==> src/design/pet_pkg.sv <==
// Purpose: constants for the external trigger / emergency stop pwm pair block
// Assumes: 25 MHz aclk, AXI4-Lite register access, 32-bit aligned words
// Notes:   field positions and encodings are local choices
package pet_pkg;
  // register byte offsets
  localparam logic [7:0] OFS_CTRL   = 8'h00;
  localparam logic [7:0] OFS_DUTY   = 8'h04;
  localparam logic [7:0] OFS_PERIOD = 8'h08;
  localparam logic [7:0] OFS_STATUS = 8'h0c;
  localparam logic [7:0] OFS_BUF    = 8'h10;
  // control field positions
  localparam int B_RUN     = 0;
  localparam int B_STM_LO  = 1;
  localparam int B_STM_HI  = 2;
  localparam int B_TSEL    = 3;
  localparam int B_POL_LO  = 4;
  localparam int B_POL_HI  = 5;
  localparam int B_CS_LO   = 6;
  localparam int B_CS_HI   = 7;
  localparam int B_CLRGATE = 8;
  localparam int B_COUPLED = 9;
  localparam int B_ESE_LO  = 10;
  localparam int B_ESE_HI  = 11;
  localparam int CTRL_W    = 12;
  // status field positions
  localparam int B_ST_FLAG  = 16;
  localparam int B_ST_ESTOP = 17;
  localparam int B_ST_RUN   = 18;
  // reset values
  localparam logic [11:0] CTRL_RST   = 12'h000;
  localparam logic [15:0] DUTY_RST   = 16'h0000;
  localparam logic [15:0] PERIOD_RST = 16'hffff;
  // encodings
  localparam logic [1:0] MODE_SW    = 2'b00;
  localparam logic [1:0] MODE_SWEXT = 2'b01;
  localparam logic [1:0] MODE_EXT   = 2'b10;
  localparam logic [1:0] MODE_CLR   = 2'b11;
  localparam logic [1:0] POL_RISE   = 2'b01;
  localparam logic [1:0] CS_OSC     = 2'b00;
  localparam logic [1:0] ESE_OFF    = 2'b00;
  localparam logic [1:0] ESE_FALL   = 2'b01;
  localparam logic [1:0] ESE_RISE   = 2'b10;
  localparam logic [1:0] RESP_OKAY  = 2'b00;
  localparam logic [1:0] RESP_SLV   = 2'b10;
  // timing: sampling periods, counted down to whole aclk cycles
  localparam int CLK_NS     = 40;
  localparam int OSC_NS     = 125;
  localparam int LS_NS      = 30500;
  localparam int OSC_CYC    = (OSC_NS / CLK_NS) < 1 ? 1 : OSC_NS / CLK_NS;
  localparam int LS_CYC     = (LS_NS / CLK_NS) < 1 ? 1 : LS_NS / CLK_NS;
  localparam int DIV_W      = 10;
  typedef enum logic [1:0] {ST_IDLE, ST_ARM, ST_RUN} pet_state_e;
endpackage : pet_pkg

==> src/design/pet_core.sv <==
// Purpose: external start/stop/clear and emergency stop for a coupled pwm pair
// Assumes: trigger inputs synchronous to aclk; one pwm tick doubles as sample clock
// Notes:   outputs registered; counter core kept minimal (period/duty compare)
`timescale 1ns/100ps
module pet_core #(
  parameter int CNT_W = 16
) (
  // clock and reset
  input  wire logic        aclk,
  input  wire logic        aresetn,
  // axi4-lite write address
  input  wire logic [7:0]  s_axi_awaddr,
  input  wire logic        s_axi_awvalid,
  output logic             s_axi_awready,
  // axi4-lite write data
  input  wire logic [31:0] s_axi_wdata,
  input  wire logic [3:0]  s_axi_wstrb,
  input  wire logic        s_axi_wvalid,
  output logic             s_axi_wready,
  // axi4-lite write response
  output logic [1:0]       s_axi_bresp,
  output logic             s_axi_bvalid,
  input  wire logic        s_axi_bready,
  // axi4-lite read
  input  wire logic [7:0]  s_axi_araddr,
  input  wire logic        s_axi_arvalid,
  output logic             s_axi_arready,
  output logic [31:0]      s_axi_rdata,
  output logic [1:0]       s_axi_rresp,
  output logic             s_axi_rvalid,
  input  wire logic        s_axi_rready,
  // trigger pins
  input  wire logic        trigger_event_in0,
  input  wire logic        trigger_event_in1,
  // pwm outputs and interrupt
  output logic             pwm_out_a,
  output logic             pwm_out_b,
  output logic             pwm_channel_irq
);

  typedef struct packed {
    logic                   awready;
    logic                   wready;
    logic                   bvalid;
    logic [1:0]             bresp;
    logic                   arready;
    logic                   rvalid;
    logic [1:0]             rresp;
    logic [31:0]            rdata;
    logic                   aw_have;
    logic [7:0]             awaddr;
    logic                   w_have;
    logic [31:0]            wdata;
    logic [3:0]             wstrb;
    logic [pet_pkg::CTRL_W-1:0] ctrl;
    logic [CNT_W-1:0]       duty;
    logic [CNT_W-1:0]       period;
    logic [CNT_W-1:0]       duty_buffer;
    logic [CNT_W-1:0]       period_buffer;
    logic [CNT_W-1:0]       cnt;
    logic                   flag;
    pet_pkg::pet_state_e    state;
    logic [pet_pkg::DIV_W-1:0] div;
    logic                   tick;
    logic                   s_a;
    logic                   s_b;
    logic                   filt;
    logic                   filt_prev;
    logic                   ext_run;
    logic                   estop;
    logic                   irq;
    logic                   reload_pend;
    logic                   out_a;
    logic                   out_b;
  } pet_st_s;

  pet_st_s st_q;
  pet_st_s st_d;

  ////////////////////////////////////////////////////////////////////////////////
  // decoded controls
  logic       run_bit;
  logic [1:0] mode;
  logic [1:0] pol;
  logic [1:0] ese;
  logic       rise;
  logic       fall;
  logic       start_edge;
  logic       stop_edge;
  logic       start_level;
  logic       estop_ev;
  logic       ext_clr;
  logic       count_go;
  logic       wr_fire;
  logic       wr_duty_per;
  logic [pet_pkg::DIV_W-1:0] div_lim;

  function automatic logic [31:0] merge(input logic [31:0] old, input logic [31:0] nw,
                                        input logic [3:0] strb);
    logic [31:0] r;
    r = old;
    for (int i = 0; i < 4; i++) begin
      if (strb[i]) begin
        r[8*i +: 8] = nw[8*i +: 8];
      end
    end
    return r;
  endfunction

  assign run_bit  = st_q.ctrl[pet_pkg::B_RUN];
  assign mode     = {st_q.ctrl[pet_pkg::B_STM_HI], st_q.ctrl[pet_pkg::B_STM_LO]};
  assign pol      = {st_q.ctrl[pet_pkg::B_POL_HI], st_q.ctrl[pet_pkg::B_POL_LO]};
  assign ese      = {st_q.ctrl[pet_pkg::B_ESE_HI], st_q.ctrl[pet_pkg::B_ESE_LO]};
  assign div_lim  = ({st_q.ctrl[pet_pkg::B_CS_HI], st_q.ctrl[pet_pkg::B_CS_LO]}
                     == pet_pkg::CS_OSC) ? pet_pkg::DIV_W'(pet_pkg::OSC_CYC - 1)
                                         : pet_pkg::DIV_W'(pet_pkg::LS_CYC - 1);
  assign rise     = st_q.filt & ~st_q.filt_prev;
  assign fall     = ~st_q.filt & st_q.filt_prev;
  assign start_edge  = (pol == pet_pkg::POL_RISE) ? rise : fall;
  assign stop_edge   = (pol == pet_pkg::POL_RISE) ? fall : rise;
  assign start_level = (pol == pet_pkg::POL_RISE) ? st_q.filt : ~st_q.filt;
  // estop edge choice, coupled mode only
  assign estop_ev = st_q.ctrl[pet_pkg::B_COUPLED] && ese != pet_pkg::ESE_OFF &&
                    ((ese == pet_pkg::ESE_FALL) ? fall :
                     (ese == pet_pkg::ESE_RISE) ? rise : (rise | fall));
  assign ext_clr = run_bit && stop_edge &&
                   ((mode == pet_pkg::MODE_SWEXT) || (mode == pet_pkg::MODE_EXT) ||
                    (mode == pet_pkg::MODE_CLR &&
                     (!st_q.flag || st_q.ctrl[pet_pkg::B_CLRGATE])));
  assign wr_fire     = st_q.aw_have && st_q.w_have && !st_q.bvalid;
  assign wr_duty_per = wr_fire &&
                       (st_q.awaddr == pet_pkg::OFS_DUTY || st_q.awaddr == pet_pkg::OFS_PERIOD);

  always_comb begin
    case (mode)
      pet_pkg::MODE_SW:    count_go = run_bit;
      pet_pkg::MODE_SWEXT: count_go = run_bit && start_level;
      pet_pkg::MODE_EXT:   count_go = run_bit && st_q.ext_run;
      pet_pkg::MODE_CLR:   count_go = run_bit;
      default:             count_go = 1'b0;
    endcase
  end

  ////////////////////////////////////////////////////////////////////////////////
  // next state
  always_comb begin
    st_d           = st_q;
    st_d.irq       = 1'b0;
    st_d.filt_prev = st_q.filt;
    // sample clock divider
    st_d.tick = 1'b0;
    if (st_q.div >= div_lim) begin
      st_d.div  = '0;
      st_d.tick = 1'b1;
    end else begin
      st_d.div = st_q.div + 1'b1;
    end
    // two agreeing samples needed, so a one-sample glitch never passes
    if (st_q.tick) begin
      st_d.s_a = st_q.ctrl[pet_pkg::B_TSEL] ? trigger_event_in1 : trigger_event_in0;
      st_d.s_b = st_q.s_a;
    end
    if (st_q.s_a == st_q.s_b) begin
      st_d.filt = st_q.s_b;
    end
    // axi write channels, taken in either order
    if (s_axi_awvalid && st_q.awready) begin
      st_d.aw_have = 1'b1;
      st_d.awaddr  = s_axi_awaddr;
    end
    if (s_axi_wvalid && st_q.wready) begin
      st_d.w_have = 1'b1;
      st_d.wdata  = s_axi_wdata;
      st_d.wstrb  = s_axi_wstrb;
    end
    if (st_q.bvalid && s_axi_bready) begin
      st_d.bvalid = 1'b0;
    end
    if (wr_fire) begin
      st_d.aw_have = 1'b0;
      st_d.w_have  = 1'b0;
      st_d.bvalid  = 1'b1;
      st_d.bresp   = pet_pkg::RESP_OKAY;
      case (st_q.awaddr)
        pet_pkg::OFS_CTRL:
          st_d.ctrl = pet_pkg::CTRL_W'(merge(32'(st_q.ctrl), st_q.wdata, st_q.wstrb));
        pet_pkg::OFS_DUTY: begin
          st_d.duty = CNT_W'(merge(32'(st_q.duty), st_q.wdata, st_q.wstrb));
          if (st_q.state == pet_pkg::ST_IDLE) begin
            st_d.duty_buffer = st_d.duty;
          end
        end
        pet_pkg::OFS_PERIOD: begin
          st_d.period = CNT_W'(merge(32'(st_q.period), st_q.wdata, st_q.wstrb));
          if (st_q.state == pet_pkg::ST_IDLE) begin
            st_d.period_buffer = st_d.period;
          end
        end
        pet_pkg::OFS_STATUS: begin
          // write one clears; a new estop below still wins
          if (st_q.wstrb[2] && st_q.wdata[pet_pkg::B_ST_ESTOP]) begin
            st_d.estop = 1'b0;
          end
        end
        pet_pkg::OFS_BUF: ;
        default: st_d.bresp = pet_pkg::RESP_SLV;
      endcase
    end
    // axi read
    if (st_q.rvalid && s_axi_rready) begin
      st_d.rvalid = 1'b0;
    end
    if (s_axi_arvalid && st_q.arready) begin
      st_d.rvalid = 1'b1;
      st_d.rresp  = pet_pkg::RESP_OKAY;
      case (s_axi_araddr)
        pet_pkg::OFS_CTRL:   st_d.rdata = 32'(st_q.ctrl);
        pet_pkg::OFS_DUTY:   st_d.rdata = 32'(st_q.duty);
        pet_pkg::OFS_PERIOD: st_d.rdata = 32'(st_q.period);
        pet_pkg::OFS_STATUS: st_d.rdata = {13'h0000, st_q.state != pet_pkg::ST_IDLE,
                                           st_q.estop, st_q.flag, 16'(st_q.cnt)};
        pet_pkg::OFS_BUF:    st_d.rdata = {16'(st_q.period_buffer), 16'(st_q.duty_buffer)};
        default: begin
          st_d.rdata = 32'h0000_0000;
          st_d.rresp = pet_pkg::RESP_SLV;
        end
      endcase
    end
    // edge-only mode keeps its own run latch
    if (mode != pet_pkg::MODE_EXT || !run_bit) begin
      st_d.ext_run = 1'b0;
    end else if (start_edge) begin
      st_d.ext_run = 1'b1;
    end else if (stop_edge) begin
      st_d.ext_run = 1'b0;
    end
    // arm on first pwm tick, count from the second
    if (st_q.tick) begin
      case (st_q.state)
        pet_pkg::ST_IDLE: if (count_go && !st_q.estop) st_d.state = pet_pkg::ST_ARM;
        pet_pkg::ST_ARM: begin
          st_d.state = count_go ? pet_pkg::ST_RUN : pet_pkg::ST_IDLE;
          if (count_go && st_q.cnt != st_q.period_buffer) st_d.cnt = st_q.cnt + 1'b1;
        end
        pet_pkg::ST_RUN: begin
          if (!count_go) begin
            st_d.state = pet_pkg::ST_IDLE;
          end else if (st_q.cnt == st_q.period_buffer) begin
            st_d.cnt           = '0;
            st_d.flag          = 1'b1;
            st_d.duty_buffer   = st_q.duty;
            st_d.period_buffer = st_q.period;
          end else begin
            st_d.cnt = st_q.cnt + 1'b1;
            if (st_q.cnt == st_q.duty_buffer) begin
              st_d.flag = 1'b0;
            end
          end
        end
        default: st_d.state = pet_pkg::ST_IDLE;
      endcase
      // deferred reload lands on the next pwm tick
      if (st_q.reload_pend) begin
        st_d.reload_pend   = 1'b0;
        st_d.duty_buffer   = st_q.duty;
        st_d.period_buffer = st_q.period;
      end
    end
    // external clear restarts the period and reloads
    if (ext_clr) begin
      st_d.cnt  = '0;
      st_d.flag = 1'b1;
      if (mode != pet_pkg::MODE_CLR) begin
        st_d.state = pet_pkg::ST_IDLE;
      end
      if (wr_duty_per) begin
        st_d.reload_pend = 1'b1;
      end else begin
        st_d.duty_buffer   = st_q.duty;
        st_d.period_buffer = st_q.period;
      end
    end
    if (estop_ev) begin
      st_d.estop = 1'b1;
      st_d.irq   = 1'b1;
      st_d.cnt   = '0;
      st_d.flag  = 1'b0;
      st_d.state = pet_pkg::ST_IDLE;
    end
    // handshake readies and pwm outputs, registered so they never depend on inputs
    st_d.awready = !st_d.aw_have && !st_d.bvalid;
    st_d.wready  = !st_d.w_have && !st_d.bvalid;
    st_d.arready = !st_d.rvalid;
    st_d.out_a   = st_d.flag && !st_d.estop;
    st_d.out_b   = !st_d.flag && st_d.state == pet_pkg::ST_RUN && !st_d.estop;
  end

  always_ff @(posedge aclk) begin
    if (!aresetn) begin
      st_q        <= '0;
      st_q.ctrl   <= pet_pkg::CTRL_RST;
      st_q.duty   <= pet_pkg::DUTY_RST;
      st_q.period <= pet_pkg::PERIOD_RST;
      st_q.flag   <= 1'b1;
      st_q.state  <= pet_pkg::ST_IDLE;
    end else begin
      st_q <= st_d;
    end
  end

  assign s_axi_awready   = st_q.awready;
  assign s_axi_wready    = st_q.wready;
  assign s_axi_bvalid    = st_q.bvalid;
  assign s_axi_bresp     = st_q.bresp;
  assign s_axi_arready   = st_q.arready;
  assign s_axi_rvalid    = st_q.rvalid;
  assign s_axi_rresp     = st_q.rresp;
  assign s_axi_rdata     = st_q.rdata;
  assign pwm_out_a       = st_q.out_a;
  assign pwm_out_b       = st_q.out_b;
  assign pwm_channel_irq = st_q.irq;
endmodule // pet_core

==> config.mk <==
export PLATFORM = sky130hd
export DESIGN_NAME = pet_core
export DESIGN_NICKNAME = d
export VERILOG_FILES = /design/src/design/pet_pkg.sv /design/src/design/pet_core.sv
export SDC_FILE = /design/constraint.sdc
export NUM_CORES = 1
export LEC_CHECK = 0
export ABC_AREA = 1
export BUFFER_PORTS_ARGS = -buffer_cell sky130_fd_sc_hd__buf_2
export CORE_AREA = 2 2 115 161
export DETAILED_ROUTE_END_ITERATION = 6
export DIE_AREA = 0 0 117 163
export PLACE_DENSITY = 0.77
export SYNTH_ARGS = -nofsm -noshare
export SYNTH_HDL_FRONTEND = slang
export SYNTH_SLANG_ARGS = --single-unit
==> constraint.sdc <==
create_clock -name aclk -period 6.02 [get_ports aclk]
set_input_delay 0.602 -clock aclk [delete_from_list [all_inputs] [get_ports aclk]]
set_output_delay 0.602 -clock aclk [all_outputs]
set_load 0.005 [all_outputs]
# Word level (Yosys, flattened, before mapping)
# Index checks and enable logic that the tools add are counted.
[op_classes]
n_addsub = 2
mul = 0
div_mod_pow = 0
magnitude_cmp = 1
n_eq_ne = 25
n_shift = 0
muxes = 64
bitwise_logic = 6
n_reduce_logical = 58
[ops]
columns = ["operator", "n"]
rows = [
  ["32-bit two-way mux", 5],
  ["32-bit case mux with 5 select lines", 1],
  ["51-bit two-way mux", 2],
  ["8-bit two-way mux", 12],
  ["16-bit two-way mux", 5],
  ["49-bit two-way mux", 1],
  ["37-bit two-way mux", 1],
  ["35-bit two-way mux", 1],
  ["16-bit == test", 2],
  ["8-bit by 4-bit == test with 1-bit output, second input constant", 4],
  ["16-bit case mux with 2 select lines", 1],
  ["1-bit logical AND", 23],
  ["1-bit two-way mux", 21],
  ["17-bit two-way mux", 1],
  ["16-bit by 1-bit adder with 16-bit output, second input constant", 1],
  ["8-bit by 3-bit == test with 1-bit output, second input constant", 2],
  ["8-bit by 5-bit == test with 1-bit output, second input constant", 2],
  ["8-bit zero test", 2],
  ["16-bit != test", 1],
  ["2-bit two-way mux", 7],
  ["10-bit by 1-bit adder with 10-bit output, second input constant", 1],
  ["2-bit == test, second input constant", 5],
  ["10-bit >= comparator", 1],
  ["1-bit zero test", 10],
  ["other kinds (20)", 44],
]
[word_totals]
register_bits = 203
latchBits = 0
ramBits = 0
mem_bits_ro = 0
wordCells = 190
memories = 0

# Logic depth before layout (Yosys ltp)
[logic_depth]
depth_word = 17
ltp_mapped = 15
mapped_depth_nobuf = 13

# Worst setup path after synthesis
# Ideal clock, no wire load.
[synth_path]
path_type = "register to register"
from = "register st_q[111] in the netlist's numbering"
to = "register st_q[14] in the netlist's numbering"
t_arrival_ns = 1.906
required_ns = 5.950
slack_ns = 4.044
path_stages_with_launch = 11
path_buffers = 1
synth_period_minus_slack_ns = 1.976
cell_sequence = "dfxtp_1 nor2_1 inv_1 ha_1 inv_1 nor2_1 o211ai_1 o2111ai_1 or2_2 clkbuf_1 a21oi_1"
[synth_between]
elab_chain_len = 4
[synth_lines]
columns = ["item", "line_no", "rtl"]
rows = [
  ["start, declared", "pet_core.sv:77", "pet_st_s st_q;"],
  ["start signal, assigned", "pet_core.sv:307", "st_q <= st_d;"],
  ["2-bit zero test", "pet_core.sv:114", "assign div_lim = ({st_q.ctrl[pet_pkg::B_CS_HI], st_q.ctrl[pet_pkg::B_CS_LO]}"],
  ["10-bit two-way mux", "pet_core.sv:115", "== pet_pkg::CS_OSC) ? pet_pkg::DIV_W'(pet_pkg::OSC_CYC - 1)"],
  ["10-bit >= comparator", "pet_core.sv:152", "if (st_q.div >= div_lim) begin"],
  ["2-bit OR reduction (no line)", "--", ""],
]
# Every way passes these cells.
# A chain may end at the register's enable or synchronous reset.

# Worst setup path in the final report
[layout_path]
from = "register st_q[32] in the netlist's numbering"
to = "register st_q[55] in the netlist's numbering"
[layout_between]
elab_chain_len = 8
[layout_lines]
columns = ["item", "line_no", "rtl"]
rows = [
  ["16-bit == test (*)", "pet_core.sv:248", "end else if (st_q.cnt == st_q.period_buffer) begin"],
  ["32-bit two-way mux (*)", "pet_core.sv:248", ""],
  ["49-bit two-way mux (*)", "pet_core.sv:246", "if (!count_go) begin"],
  ["32-bit two-way mux (*)", "pet_core.sv:239", "case (st_q.state)"],
  ["32-bit two-way mux (*)", "pet_core.sv:263", "if (st_q.reload_pend) begin"],
  ["51-bit two-way mux (*)", "pet_core.sv:238", "if (st_q.tick) begin"],
  ["32-bit two-way mux", "pet_core.sv:276", "if (wr_duty_per) begin"],
  ["51-bit two-way mux (*)", "pet_core.sv:270", "if (ext_clr) begin"],
]
# Mark *: on every way between the ends. The rest lies on a longest branch, timed or not. The select of a mux whose other input is x is not followed.

==> results.ini <==
[floorplanning]
dieArea_um2 = 19100
core_area_um2 = 17800
num_rows = 58
die_h_um = 163
io_pins = 105
die_w_um = 117
start_util_pct = 53.4

[yosys]
syn_area_um2 = 9490
yosys_warnings = 0
synth_top_area_share_pct = 39.0
ys_types = 44
synth_area_per_cell_um2 = 6.86
synth_top_area_cell = dfxtp_1
netlist_instances = 1383
synth-seq-area-share_pct = 39.0
ys_ff_latch = 185
synth.area.top_cells = dfxtp_1 (39%), nand2_1 (12%), o21ai_0 (8.5%)

[place]
hpwlAfterDp_um = 18000
place_congestion = 0.969
port_buffers = 86

[sta]
slew_headroom_pct = 21.1
fin_crit_sh_pct = 45.9
max_slew.worst_pin.slew_ns = 1.18
finalSetupTns_ns = 0
worst_clock_skew_ns = 0.00940
fin_crit_ns = 2.76
final_hold_viol_count = 0
hold_ws_ns = 0.410
max_freq_ghz = 0.362
setup_viol = 0
drv_slew = 0
rsz0062_at_grt = no

[clock_network]
clk_latency_ns = 0.44
cts_buffers = 17
cts_buffer_depth = 2
clock_sinks = 185
htreeDepth = 4
post_cts_resized = 0
ctsHoldBuffers = 0
cts_tree = done
root_buffer = clkbuf_16
clk_pin_slew_ns = 0.07
cts_setup_buffers = 0

[layout]
antennaDiodeCount = 0
drive_gt1_share_pct = 11.6
area_delta_synth_final_pct = 8.46
layout.nets = 1470

[drt]
wl_um = 26000
drc = 0
ant_nets = 0
via_per_inst = 5.51
vias = 9077
drt_iter0_markers = 841
wl_per_cell_um = 15.8
drtPass1Iterations = 6

[global_route]
grt_pass1_wl_um = 40700
first_global_vias = 7976
antenna_found_initial = 0
grt_overflow_total = 0
grt_use_total_pct = 27.4
grt_max_degree = 87

[critical_path]
worstSetupEndpointType = flop
crit_top_cell = nand2_1
crit_path_max_fanout = 41
crit_type = flop to flop
critPathBufInv = 2
cp_slowest_cell = dfxtp_1
crit_path_max_incr_delay_ns = 0.57
critPathTopFamily = simple AND/OR/NAND/NOR gates
arrival_ns = 3.14
crit_chain = inv_1 > nand2_1 > nand2_1 > nor2_1 > nand2_1 > nor2_1 > nand4_1 > nand2_4 > inv_4 > nand2_1 > nand2_1 > nor2_1
crit_required_ns = 6.39
startpoint_type = flop

[power]
ir_worst_vdd_mv = 0.186
p_per_area_nw_per_um2 = 268
power.leakage_nw = 4.59

[run]
cap_violations = 0

[outcome]
status = complete, no violations

[worst_hold_path]
hp-class = input pin to flop

state kept, by name (all words and copies together), names as in the netlist:
register,count
s_axi_bresp,1
s_axi_bvalid,1
s_axi_rdata,32
s_axi_wready,1
s_axi_arready,1
mode,2
pwm_channel_irq,1
pol,2
s_axi_awready,1
st_q,135
pwm_out_b,1
st_d,1
s_axi_rresp,1
ese,2
run_bit,1
pwm_out_a,1
s_axi_rvalid,1
per-layer routing:
metal,vias to the layer above,track usage (%),wire length (um)
li1,4479,-,-
met1,4072,36.3,10700
met2,450,43.1,11900
met3,76,4.99,2320
met4,0,12.5,1120
met5,-,0,0
where the power goes:
part	leakage [nW]	internal, W	switching (W)
combinational	2.80	0.0000926	0.000196
sequential	1.50	0.00127	0.0000438
clock	0.281	0.000633	0.000517
total	4.59	0.00200	0.000756
stage by stage:
stage	total power (W)	std cells	setup WS [ns]	utilization [%]	instance area (um^2)
floorplan	0.00156	1384	4.04	-	9500
CTS	0.00276	1648	3.44	57.9	10300
global route	0.00286	1648	3.14	57.9	10300
finish	0.00276	1648	3.26	57.9	10300
detailed placement	0.00163	1616	3.45	54.5	9690
global placement	0.00162	1616	3.49	54.5	9690
cell type report:
class / count / area [um^2]
fill: 1707 / 7480
multi-input combinational: 957 / 4670
inverter: 143 / 542
sequential: 185 / 3700
tap: 240 / 300
clock inverter: 14 / 168
clock buffer: 18 / 439
timing repair buffer: 91 / 470
logic make-up after synthesis:
group / count (synthesis) / share of synthesized area (%)
and+or+nand+nor: 569 / 25.4
AOI/OAI and AO/OA: 350 / 19.8
buffers and inverters: 242 / 11.9
DFF: 185 / 39.0
xor gates and xnor gates: 22 / 2.03
adders and majority gates: 14 / 1.85
other: 1 / 0.0395
worst register-to-register path, cell delays in order, from the launching register on:
cell	delay, ns
dfxtp_1	0.57
inv_1	0.24
nand2_1	0.11
nand2_1	0.06
nor2_1	0.08
nand2_1	0.13
nor2_1	0.28
nand4_1	0.24
nand2_4	0.45
inv_4	0.25
nand2_1	0.13
nand2_1	0.06
nor2_1	0.10
path summary, 6_finish.rpt:
kind,slack [ns],end,cells after the start,startpoint
min,0.41,st_q[154],3,s_axi_awaddr[1]
max reg2reg,3.26,st_q[55],12,st_q[32]
max,3.26,st_q[55],12,st_q[32]
min reg2reg,0.46,s_axi_rdata[18],2,s_axi_rdata[18]
layout by cell type (no fill, tap or decap), drive strengths merged, types with 7 or more instances in the layout:
cell type and instances:
dfxtp 185, a21oi 136, o22ai 9, a31oi 7, or2 16, o21ai 162
buf 91, ha 14, nand2 323, a21boi 10, clkbuf 18, nor2 154
nor3 20, nand3 29, xor2 8, xnor2 14, o211ai 17, inv 144
nand4 20
cell usage after synthesis, drive strengths merged:
library cell,number
nand2,323
dfxtp,185
o21ai,162
nor2,154
inv,141
a21oi,136
buf,57
clkbuf,42
nand3,29
nand4,20
nor3,20
o211ai,17
or2,16
ha,14
xnor2,14
a21boi,10
o22ai,9
xor2,8
a31oi,7
o21a,4
a211oi,2
and2,2
clkinv,2
nand3b,2
nor4,2
conb,1
nor3b,1
o2111ai,1
o211a,1
o221ai,1
Power figures use the tool's default switching activity.
